===== src/rtl/bbc_regs.vh =====
// register offsets, reset values and field positions of the baseband config bank
`ifndef BBC_REGS_VH
`define BBC_REGS_VH

`define BBC_ADDR_W          8
`define BBC_IDX_LSB         2
`define BBC_NUM_REGS        32

`define BBC_OFF_PART_ID     8'h00
`define BBC_OFF_IO_POL      8'h04
`define BBC_OFF_TXRX_CTRL   8'h08
`define BBC_OFF_CAL_POS     8'h0c
`define BBC_OFF_CAL_NEG     8'h10
`define BBC_OFF_CCA_ANT     8'h14
`define BBC_OFF_PREAMBLE    8'h18
`define BBC_OFF_SCRAM_TAPS  8'h1c
`define BBC_OFF_SQ1_HI      8'h20
`define BBC_OFF_SQ1_LO      8'h24
`define BBC_OFF_SQ2_HI      8'h28
`define BBC_OFF_SQ2_LO      8'h2c
`define BBC_OFF_CCA_HI      8'h30
`define BBC_OFF_CCA_LO      8'h34
`define BBC_OFF_ED_THRESH   8'h38
`define BBC_OFF_SFD_TIMER   8'h3c
`define BBC_OFF_SF_BKR_BIN  8'h40
`define BBC_OFF_SF_BKR_QUAD 8'h44
`define BBC_OFF_SF_WAL_BIN  8'h48
`define BBC_OFF_SF_WAL_QUAD 8'h4c
`define BBC_OFF_TX_SIG_SEL  8'h50
`define BBC_OFF_TX_SERVICE  8'h54
`define BBC_OFF_TX_LEN_HI   8'h58
`define BBC_OFF_TX_LEN_LO   8'h5c
`define BBC_OFF_RX_STATUS   8'h60
`define BBC_OFF_RX_SERVICE  8'h64
`define BBC_OFF_RX_LEN_HI   8'h68
`define BBC_OFF_RX_LEN_LO   8'h6c
`define BBC_OFF_TBUS_SEL    8'h70
`define BBC_OFF_TBUS_OBS    8'h74
`define BBC_OFF_TEST1       8'h78
`define BBC_OFF_TEST2       8'h7c

`define BBC_RST_IO_POL      8'h00
`define BBC_RST_TXRX_CTRL   8'h14
`define BBC_RST_CAL_POS     8'h02
`define BBC_RST_CAL_NEG     8'hff
`define BBC_RST_CCA_ANT     8'h04
`define BBC_RST_PREAMBLE    8'h80
`define BBC_RST_SCRAM_TAPS  8'h48
`define BBC_RST_SQ1_HI      8'h01
`define BBC_RST_SQ1_LO      8'h88
`define BBC_RST_SQ2_HI      8'h00
`define BBC_RST_SQ2_LO      8'h98
`define BBC_RST_CCA_HI      8'h01
`define BBC_RST_CCA_LO      8'h98
`define BBC_RST_ED_THRESH   8'h20
`define BBC_RST_SFD_TIMER   8'h90
`define BBC_RST_SF_BKR_BIN  8'h0a
`define BBC_RST_SF_BKR_QUAD 8'h14
`define BBC_RST_SF_WAL_BIN  8'h37
`define BBC_RST_SF_WAL_QUAD 8'h6e
`define BBC_RST_TX_SIG_SEL  8'h00
`define BBC_RST_TX_SERVICE  8'h00
`define BBC_RST_TX_LEN_HI   8'hff
`define BBC_RST_TX_LEN_LO   8'hff
`define BBC_RST_TBUS_SEL    8'h00
`define BBC_RST_TEST1       8'h00
`define BBC_RST_TEST2       8'h02

`define BBC_POL_TX_EN_BIT   2

`endif


===== src/rtl/bbc_acq_corr.v =====
// acquisition matched-filter correlator on raw, uncorrected sign samples
`timescale 1ns/1ps
module bbc_acq_corr #(
  parameter CHIPS = 11,
  parameter CNT_W = 4,
  parameter [CHIPS-1:0] CODE = 11'h5b8
) (
  input  wire             pclk,
  input  wire             presetn,
  input  wire             sample_valid,
  input  wire             sample_sign,
  output reg  [CNT_W-1:0] match_q
);

  localparam STAGES = 2 * CHIPS;

  reg [STAGES-1:0] shift_q;
  reg [CNT_W-1:0]  match_d;
  integer          k;

  always @(posedge pclk or negedge presetn) begin
    if (!presetn) begin
      shift_q <= {STAGES{1'b0}};
    end else if (sample_valid) begin
      shift_q <= {shift_q[STAGES-2:0], sample_sign};
    end
  end

  always @* begin
    match_d = {CNT_W{1'b0}};
    for (k = 0; k < CHIPS; k = k + 1) begin
      if (shift_q[2*k] == CODE[k]) begin
        match_d = match_d + 1'b1;
      end
    end
  end

  always @(posedge pclk or negedge presetn) begin
    if (!presetn) begin
      match_q <= {CNT_W{1'b0}};
    end else begin
      match_q <= match_d;
    end
  end

endmodule // bbc_acq_corr


===== src/rtl/bbc_rx_hdr_capture.v =====
// holds the received header fields reported by the demodulator
`timescale 1ns/1ps
module bbc_rx_hdr_capture (
  input  wire       pclk,
  input  wire       presetn,
  input  wire       hdr_valid,
  input  wire [7:0] hdr_status,
  input  wire [7:0] hdr_service,
  input  wire [7:0] hdr_len_high,
  input  wire [7:0] hdr_len_low,
  output reg  [7:0] status_q,
  output reg  [7:0] service_q,
  output reg  [7:0] len_high_q,
  output reg  [7:0] len_low_q
);

  always @(posedge pclk or negedge presetn) begin
    if (!presetn) begin
      status_q   <= 8'h00;
      service_q  <= 8'h00;
      len_high_q <= 8'h00;
      len_low_q  <= 8'h00;
    end else if (hdr_valid) begin
      status_q   <= hdr_status;
      service_q  <= hdr_service;
      len_high_q <= hdr_len_high;
      len_low_q  <= hdr_len_low;
    end
  end

endmodule // bbc_rx_hdr_capture


===== src/rtl/bbc_regs_top.v =====
// APB register bank of the baseband processor with transmit setup outputs
//
// The implementer's own choice: the APB slave port.
`timescale 1ns/1ps
`include "bbc_regs.vh"

////////////////////////////////////////////////////////////////////////////
module bbc_regs_top #(
  parameter [7:0] PART_VERSION = 8'h5a,
  parameter       CORR_CHIPS   = 11
) (
  input  wire        pclk,
  input  wire        presetn,
  input  wire        psel,
  input  wire        penable,
  input  wire        pwrite,
  input  wire [7:0]  paddr,
  input  wire [31:0] pwdata,
  output reg  [31:0] prdata,
  output wire        pready,
  output wire        pslverr,
  input  wire        transmit_enable_input,
  input  wire        receive_enable_input,
  input  wire        rx_hdr_valid,
  input  wire [7:0]  rx_hdr_status,
  input  wire [7:0]  rx_hdr_service,
  input  wire [7:0]  rx_hdr_len_high,
  input  wire [7:0]  rx_hdr_len_low,
  input  wire [7:0]  test_bus_observe_in,
  input  wire        acq_sample_valid,
  input  wire        acq_sample_sign,
  output wire [3:0]  acq_match_count,
  output reg         tx_active,
  output reg         rx_active,
  output reg  [1:0]  tx_mod_sel,
  output reg         tx_mod_sel_valid,
  output reg  [7:0]  tx_signal_code,
  output reg  [7:0]  tx_service,
  output reg  [15:0] tx_length,
  output reg  [7:0]  io_polarity,
  output reg  [7:0]  tx_rx_control,
  output reg  [7:0]  scrambler_taps,
  output reg  [7:0]  preamble_length,
  output reg  [7:0]  sfd_timer,
  output reg  [7:0]  test_bus_select
);

  ////////////////////////////////////////////////////////////////////////
  // register index helpers

  localparam IDX_W = 6;

  // six-bit register number from the byte address
  function [IDX_W-1:0] reg_index;
    input [7:0] addr;
    begin
      reg_index = addr[7:`BBC_IDX_LSB];
    end
  endfunction

  localparam [IDX_W-1:0] I_PART_ID   = reg_index(`BBC_OFF_PART_ID);
  localparam [IDX_W-1:0] I_IO_POL    = reg_index(`BBC_OFF_IO_POL);
  localparam [IDX_W-1:0] I_TXRX      = reg_index(`BBC_OFF_TXRX_CTRL);
  localparam [IDX_W-1:0] I_SCRAM     = reg_index(`BBC_OFF_SCRAM_TAPS);
  localparam [IDX_W-1:0] I_PREAMBLE  = reg_index(`BBC_OFF_PREAMBLE);
  localparam [IDX_W-1:0] I_SFD       = reg_index(`BBC_OFF_SFD_TIMER);
  localparam [IDX_W-1:0] I_SF_BASE   = reg_index(`BBC_OFF_SF_BKR_BIN);
  localparam [IDX_W-1:0] I_SIG_SEL   = reg_index(`BBC_OFF_TX_SIG_SEL);
  localparam [IDX_W-1:0] I_SERVICE   = reg_index(`BBC_OFF_TX_SERVICE);
  localparam [IDX_W-1:0] I_LEN_HI    = reg_index(`BBC_OFF_TX_LEN_HI);
  localparam [IDX_W-1:0] I_LEN_LO    = reg_index(`BBC_OFF_TX_LEN_LO);
  localparam [IDX_W-1:0] I_RX_STAT   = reg_index(`BBC_OFF_RX_STATUS);
  localparam [IDX_W-1:0] I_RX_SERV   = reg_index(`BBC_OFF_RX_SERVICE);
  localparam [IDX_W-1:0] I_RX_LEN_HI = reg_index(`BBC_OFF_RX_LEN_HI);
  localparam [IDX_W-1:0] I_RX_LEN_LO = reg_index(`BBC_OFF_RX_LEN_LO);
  localparam [IDX_W-1:0] I_TBUS_SEL  = reg_index(`BBC_OFF_TBUS_SEL);
  localparam [IDX_W-1:0] I_TBUS_OBS  = reg_index(`BBC_OFF_TBUS_OBS);

  // registers that only the device writes
  function is_read_only;
    input [IDX_W-1:0] idx;
    begin
      is_read_only = (idx == I_PART_ID) || (idx == I_RX_STAT) ||
                     (idx == I_RX_SERV) || (idx == I_RX_LEN_HI) ||
                     (idx == I_RX_LEN_LO) || (idx == I_TBUS_OBS);
    end
  endfunction

  function is_mapped;
    input [IDX_W-1:0] idx;
    begin
      is_mapped = (idx < `BBC_NUM_REGS);
    end
  endfunction

  // reset values, including the default signal-field codes
  function [7:0] reset_value;
    input [IDX_W-1:0] idx;
    begin
      case ({idx, 2'b00})
        `BBC_OFF_IO_POL:      reset_value = `BBC_RST_IO_POL;
        `BBC_OFF_TXRX_CTRL:   reset_value = `BBC_RST_TXRX_CTRL;
        `BBC_OFF_CAL_POS:     reset_value = `BBC_RST_CAL_POS;
        `BBC_OFF_CAL_NEG:     reset_value = `BBC_RST_CAL_NEG;
        `BBC_OFF_CCA_ANT:     reset_value = `BBC_RST_CCA_ANT;
        `BBC_OFF_PREAMBLE:    reset_value = `BBC_RST_PREAMBLE;
        `BBC_OFF_SCRAM_TAPS:  reset_value = `BBC_RST_SCRAM_TAPS;
        `BBC_OFF_SQ1_HI:      reset_value = `BBC_RST_SQ1_HI;
        `BBC_OFF_SQ1_LO:      reset_value = `BBC_RST_SQ1_LO;
        `BBC_OFF_SQ2_HI:      reset_value = `BBC_RST_SQ2_HI;
        `BBC_OFF_SQ2_LO:      reset_value = `BBC_RST_SQ2_LO;
        `BBC_OFF_CCA_HI:      reset_value = `BBC_RST_CCA_HI;
        `BBC_OFF_CCA_LO:      reset_value = `BBC_RST_CCA_LO;
        `BBC_OFF_ED_THRESH:   reset_value = `BBC_RST_ED_THRESH;
        `BBC_OFF_SFD_TIMER:   reset_value = `BBC_RST_SFD_TIMER;
        `BBC_OFF_SF_BKR_BIN:  reset_value = `BBC_RST_SF_BKR_BIN;
        `BBC_OFF_SF_BKR_QUAD: reset_value = `BBC_RST_SF_BKR_QUAD;
        `BBC_OFF_SF_WAL_BIN:  reset_value = `BBC_RST_SF_WAL_BIN;
        `BBC_OFF_SF_WAL_QUAD: reset_value = `BBC_RST_SF_WAL_QUAD;
        `BBC_OFF_TX_SIG_SEL:  reset_value = `BBC_RST_TX_SIG_SEL;
        `BBC_OFF_TX_SERVICE:  reset_value = `BBC_RST_TX_SERVICE;
        `BBC_OFF_TX_LEN_HI:   reset_value = `BBC_RST_TX_LEN_HI;
        `BBC_OFF_TX_LEN_LO:   reset_value = `BBC_RST_TX_LEN_LO;
        `BBC_OFF_TBUS_SEL:    reset_value = `BBC_RST_TBUS_SEL;
        `BBC_OFF_TEST1:       reset_value = `BBC_RST_TEST1;
        `BBC_OFF_TEST2:       reset_value = `BBC_RST_TEST2;
        default:              reset_value = 8'h00;
      endcase
    end
  endfunction

  ////////////////////////////////////////////////////////////////////////
  // bus decode

  wire [IDX_W-1:0] bus_idx;
  wire             setup_phase;
  wire             access_phase;
  wire             link_busy;
  wire             ctrl_locked;
  wire             wr_ok;

  assign bus_idx      = reg_index(paddr);
  assign setup_phase  = psel & ~penable;
  assign access_phase = psel & penable;

  // transmit/receive setup refused while either enable is active
  assign link_busy   = tx_active | rx_active;
  assign ctrl_locked = link_busy & (bus_idx == I_TXRX);

  assign wr_ok = access_phase & pwrite & is_mapped(bus_idx) &
                 ~is_read_only(bus_idx) & ~ctrl_locked;

  // zero wait states: read data was prepared in the setup cycle
  assign pready  = 1'b1;
  assign pslverr = access_phase &
                   (~is_mapped(bus_idx) | (pwrite & ctrl_locked));

  ////////////////////////////////////////////////////////////////////////
  // storage

  reg [7:0] regs_q [0:`BBC_NUM_REGS-1];

  wire [7:0] rx_status_v;
  wire [7:0] rx_service_v;
  wire [7:0] rx_len_high_v;
  wire [7:0] rx_len_low_v;

  integer i;

  // transmit length bytes held as plain writable registers
  always @(posedge pclk or negedge presetn) begin
    if (!presetn) begin
      for (i = 0; i < `BBC_NUM_REGS; i = i + 1) begin
        regs_q[i] <= reset_value(i[IDX_W-1:0]);
      end
    end else if (wr_ok) begin
      regs_q[bus_idx[4:0]] <= pwdata[7:0];
    end
  end

  // received header fields from the demodulator
  bbc_rx_hdr_capture u_rx_hdr (
    .pclk         (pclk),
    .presetn      (presetn),
    .hdr_valid    (rx_hdr_valid),
    .hdr_status   (rx_hdr_status),
    .hdr_service  (rx_hdr_service),
    .hdr_len_high (rx_hdr_len_high),
    .hdr_len_low  (rx_hdr_len_low),
    .status_q     (rx_status_v),
    .service_q    (rx_service_v),
    .len_high_q   (rx_len_high_v),
    .len_low_q    (rx_len_low_v)
  );

  ////////////////////////////////////////////////////////////////////////
  // read path

  reg [7:0] rd_val;

  // writable registers read back their stored value
  // read-only registers show the part version, the captured header fields or the live test bus
  always @* begin
    case (bus_idx)
      I_PART_ID:   rd_val = PART_VERSION;
      I_RX_STAT:   rd_val = rx_status_v;
      I_RX_SERV:   rd_val = rx_service_v;
      I_RX_LEN_HI: rd_val = rx_len_high_v;
      I_RX_LEN_LO: rd_val = rx_len_low_v;
      I_TBUS_OBS:  rd_val = test_bus_observe_in;
      default: begin
        if (is_mapped(bus_idx)) begin
          rd_val = regs_q[bus_idx[4:0]];
        end else begin
          rd_val = 8'h00;
        end
      end
    endcase
  end

  // captured in the setup cycle so prdata comes from a flip-flop
  always @(posedge pclk or negedge presetn) begin
    if (!presetn) begin
      prdata <= 32'h00000000;
    end else if (setup_phase & ~pwrite) begin
      prdata <= {24'h000000, rd_val};
    end
  end

  ////////////////////////////////////////////////////////////////////////
  // transmit setup outputs

  wire [1:0] sel_code;
  wire       sel_legal;

  assign sel_code  = regs_q[I_SIG_SEL[4:0]][1:0];
  assign sel_legal = (regs_q[I_SIG_SEL[4:0]][7:2] == 6'h00);

  always @(posedge pclk or negedge presetn) begin
    if (!presetn) begin
      tx_active        <= 1'b0;
      rx_active        <= 1'b0;
      tx_mod_sel       <= 2'h0;
      tx_mod_sel_valid <= 1'b0;
      tx_signal_code   <= 8'h00;
      tx_service       <= 8'h00;
      tx_length        <= 16'h0000;
      io_polarity      <= 8'h00;
      tx_rx_control    <= 8'h00;
      scrambler_taps   <= 8'h00;
      preamble_length  <= 8'h00;
      sfd_timer        <= 8'h00;
      test_bus_select  <= 8'h00;
    end else begin
      // transmit enable level follows the polarity setting
      tx_active <= transmit_enable_input ^
                   regs_q[I_IO_POL[4:0]][`BBC_POL_TX_EN_BIT];
      rx_active <= receive_enable_input;
      // select 00..03 picks the modulation and its code
      tx_mod_sel       <= sel_code;
      tx_mod_sel_valid <= sel_legal;
      tx_signal_code   <= regs_q[I_SF_BASE[4:0] + {3'h0, sel_code}];
      tx_service       <= regs_q[I_SERVICE[4:0]];
      // high byte first in the length word
      tx_length        <= {regs_q[I_LEN_HI[4:0]], regs_q[I_LEN_LO[4:0]]};
      io_polarity      <= regs_q[I_IO_POL[4:0]];
      tx_rx_control    <= regs_q[I_TXRX[4:0]];
      scrambler_taps   <= regs_q[I_SCRAM[4:0]];
      preamble_length  <= regs_q[I_PREAMBLE[4:0]];
      sfd_timer        <= regs_q[I_SFD[4:0]];
      test_bus_select  <= regs_q[I_TBUS_SEL[4:0]];
    end
  end

  ////////////////////////////////////////////////////////////////////////
  // acquisition correlator

  // fed with raw samples, ahead of any carrier correction
  bbc_acq_corr #(
    .CHIPS (CORR_CHIPS)
  ) u_acq_corr (
    .pclk         (pclk),
    .presetn      (presetn),
    .sample_valid (acq_sample_valid),
    .sample_sign  (acq_sample_sign),
    .match_q      (acq_match_count)
  );

endmodule // bbc_regs_top


===== config.mk =====
export PLATFORM = sky130hd
export DESIGN_NAME = bbc_regs_top
export DESIGN_NICKNAME = d
export VERILOG_FILES = /design/src/rtl/bbc_acq_corr.v /design/src/rtl/bbc_rx_hdr_capture.v /design/src/rtl/bbc_regs_top.v
export VERILOG_INCLUDE_DIRS = /design/src /design/src/rtl
export SDC_FILE = /design/constraint.sdc
export NUM_CORES = 1
export LEC_CHECK = 0
export BUFFER_PORTS_ARGS = -buffer_cell sky130_fd_sc_hd__buf_2
export CAP_MARGIN = 20
export CORE_MARGIN = 3
export CORE_UTILIZATION = 60
export CTS_BUF_LIST = sky130_fd_sc_hd__clkbuf_8
export CTS_CLUSTER_DIAMETER = 150
export CTS_CLUSTER_SIZE = 20
export DETAILED_ROUTE_END_ITERATION = 8
export MAX_ROUTING_LAYER = met4
export PLACE_DENSITY = 0.86
export SLEW_MARGIN = 15
export SYNTH_ARGS = -nofsm -noshare
export SYNTH_HDL_FRONTEND = slang
export SYNTH_SLANG_ARGS = --single-unit

===== constraint.sdc =====
create_clock -name pclk -period 6.9 [get_ports pclk]
set_input_delay 1.38 -clock pclk [delete_from_list [all_inputs] [get_ports pclk]]
set_output_delay 1.38 -clock pclk [all_outputs]
set_load 0.01 [all_outputs]

==> results.sh <==
export IMPL_path_class="reg2reg"
export IMPL_start_kind="register"
export IMPL_met1_usage=0.329
export IMPL_htree_levels=1
export IMPL_setup_viol=0
export IMPL_rrSetupSlack_ps=1580
export IMPL_grt_use_met2=0.396
export IMPL_die_w_um=176
export IMPL_synth_top_area_frac=0.491
export IMPL_slew_headroom=0.247
export IMPL_grt_max_degree=162
export IMPL_synth_warnings=0
export IMPL_grt_pass1_vias=10000
export IMPL_coreArea_um2=28100
export IMPL_port_buffers=161
export IMPL_hold_viol=0
export IMPL_status="complete, no violations"
export IMPL_max_freq_mhz=188
export IMPL_yosys_area_top_type="dfrtp_1"
export IMPL_ff2ff_path_depth=22
export IMPL_areaGrowthSynthToFinish_pct=7.42
export IMPL_avgSynthCellArea_um2=15.5
export IMPL_hp_class="reg2reg"
export IMPL_vias_per_cell=5.92
export IMPL_drt_total_wl_um=36200
export IMPL_maxCapViolCount=0
export IMPL_finalSetupTns_ps=0
export IMPL_root_buffer="clkbuf_8"
export IMPL_synth_top_family_by_area="multiplexers"
export IMPL_place_gp_congestion=0.828
export IMPL_required_ps=7370
export IMPL_min_period_ps=5320
export IMPL_cts_max_path_buffers=3
export IMPL_clock_sinks=398
export IMPL_synth_edff_count=0
export IMPL_crit_fanout=5
export IMPL_grt_use_met3=0.0493
export IMPL_tritoncts="built"
export IMPL_vdd_drop_max_mv=0.211
export IMPL_synth_seq_cells=398
export IMPL_synth_compound_area_frac=0.0198
export IMPL_antenna_found_initial=1
export IMPL_hpwl_um=24000
export IMPL_netlist_area_um2=17300
export IMPL_start_util=0.615
export IMPL_wl_per_cell_um=22.7
export IMPL_drive_above_1_share=0.519
export IMPL_cp_data_arrival_time_ps=5790
export IMPL_rsz0062_at_grt="false"
export IMPL_hold_buffers=0
export IMPL_muxShareOfSynthArea=0.299
export IMPL_total_power_mw=5.31
export IMPL_yosys_area_share_adder=0.00797
export IMPL_syn_inst=1112
export IMPL_die_area_um2=30900
export IMPL_cellLeakagePower_nw=8.95
export IMPL_first_pass_iters=6
export IMPL_final_setup_skew_ps=28.1
export IMPL_reg2reg_to="u_acq_corr.match_q[1]"
export IMPL_holdPathEnd="regs_q[254]"
export IMPL_grt_usage=0.245
export IMPL_ys_flop_type="dfrtp_1"
export IMPL_synth_xor_area_frac=0.0190
export IMPL_grt_most_used_layer="met2"
export IMPL_grt_pass1_wl_um=56900
export IMPL_cts_repair_resized=0
export IMPL_ant_nets=0
export IMPL_hold_depth=0
export IMPL_std_cell_rows=61
export IMPL_ys_top_cells_by_count="dfrtp_1 (339), mux2_2 (268), mux4_2 (91)"
export IMPL_clock_latency_ps=600
export IMPL_slew_violations=0
export IMPL_nNetsFinal=1304
export IMPL_timing_rr_start="u_acq_corr.shift_q[0]"
export IMPL_gr_total_overflow=0
export IMPL_endpoint_kind="register"
export IMPL_clk_pin_slew_worst_paths_ps=120
export IMPL_worstHoldStart="regs_q[254]"
export IMPL_worst_slew_pin_slew_ps=1130
export IMPL_drt_iter0_markers=766
export IMPL_ys_seq_area_frac=0.581
export IMPL_vias=9464
export IMPL_cts_setup_buffers=0
export IMPL_async_reset_ff_frac=1.00
export IMPL_die_y_um=176
export IMPL_synth_most_common_cell="dfrtp_1"
export IMPL_cts_made_buffers=23
export IMPL_ioPinCount=213
export IMPL_yosys_top_cells_area="dfrtp_1 (49%), mux2_2 (17%), mux4_2 (12%), dfstp_2 (9.0%), clkbuf_1 (1.7%)"
export IMPL_synth_cell_type_count=56
export IMPL_yosys_area_share_simple=0.0364
export IMPL_min_period_over_period=0.772
export IMPL_p_per_area_nw_per_um2=286
export IMPL_drc=0
==> critical path, stage by stage, from the launching register on <==
cell and delay [ps]:
dfrtp_1 420, inv_1 100, ha_1 380, xnor2_2 290, ha_1 310, nand3b_1 160, mux2_1 300, o221ai_2 120
ha_1 310, mux2i_1 210, xor2_1 240, o21ai_0 110, ha_1 320, xor2_1 150, xnor2_1 140, and3_4 180
a211oi_2 180, o31ai_2 140, inv_2 80, ha_1 240, mux2_2 290, ha_1 280, mux2_2 270
==> layer usage <==
layer,routed length [µm],share of wire,up-vias
met5,0,0,-
met4,701,0.019,0
met3,2880,0.080,51
met2,18000,0.50,359
met1,14600,0.40,4935
li1,-,-,4119
==> cell type report <==
type | instances | area [µm²]
diodes | 1 | 2.50
clock buffers | 24 | 330
clock inverters | 17 | 67.6
fillers | 1959 | 9530
inverters | 9 | 33.8
multi-input cells | 600 | 6710
flip-flops and latches | 398 | 10000
well taps | 378 | 473
repair buffers | 171 | 912
==> flip-flops by register name, summed over array words and instances (netlist names), 4 cells and up <==
signal / flops
io_polarity: 8
u_acq_corr.match_q: 4
preamble_length: 8
u_rx_hdr.len_high_q: 8
tx_length: 16
u_acq_corr.shift_q: 21
tx_signal_code: 8
u_rx_hdr.len_low_q: 8
test_bus_select: 8
prdata: 8
sfd_timer: 8
tx_rx_control: 8
u_rx_hdr.service_q: 8
tx_service: 8
regs_q: 248
u_rx_hdr.status_q: 8
scrambler_taps: 8
==> logic make-up after synthesis <==
family | after synthesis
fa+ha+maj | 11
compound gates | 46
mux | 369
xor+xnor | 31
buf+inv | 137
simple gates | 118
other cells | 2
flops | 398
==> cells in the final DEF, fill, tap and decap left out, types with 10 or more instances in the layout <==
master,instances
conb_1,25
clkbuf_8,24
nand2_1,41
mux4_2,91
dfrtp_1,339
nor2_1,16
o21ai_0,13
xnor2_1,17
a21oi_1,14
ha_1,11
dfstp_2,59
buf_4,10
mux2_2,268
inv_1,24
buf_2,158
==> power by group <==
part / leakage, nW / internal (mW) / switching [mW] / total, mW
sequential: 5.18 / 2.51 / 0.136 / 2.65
clock: 0.258 / 0.328 / 0.696 / 1.02
combinational: 3.51 / 0.804 / 0.838 / 1.64
==> how the worst max path moves through the flow <==
stage                     startpoint                    end  slack, ps  cells past startpoint
2_1_floorplan  u_acq_corr.shift_q[0]  u_acq_corr.match_q[1]       2020                     22
3_5_place_dp   u_acq_corr.shift_q[0]  u_acq_corr.match_q[1]       1600                     22
5_1_grt        u_acq_corr.shift_q[0]  u_acq_corr.match_q[1]       1270                     22
6_report       u_acq_corr.shift_q[0]  u_acq_corr.match_q[1]       1580                     22
3_3_place_gp   u_acq_corr.shift_q[0]  u_acq_corr.match_q[1]       1740                     22
4_1_cts        u_acq_corr.shift_q[0]  u_acq_corr.match_q[1]       1570                     22
==> per-stage QoR <==
step / hold slack, ps / util / area [µm²] / std cells / worst slack [ps]
6_report: 387 / 0.661 / 18600 / 1598 / 1580
5_1_grt: 398 / 0.661 / 18600 / 1598 / 1270
4_1_cts: 391 / 0.660 / 18500 / 1596 / 1570
3_5_place_dp: 363 / 0.646 / 18100 / 1555 / 1600
3_3_place_gp: 360 / 0.646 / 18100 / 1555 / 1740
2_1_floorplan: 352 / - / 17400 / 1135 / 2020
Note: power is estimated with default switching activity, not from simulation.
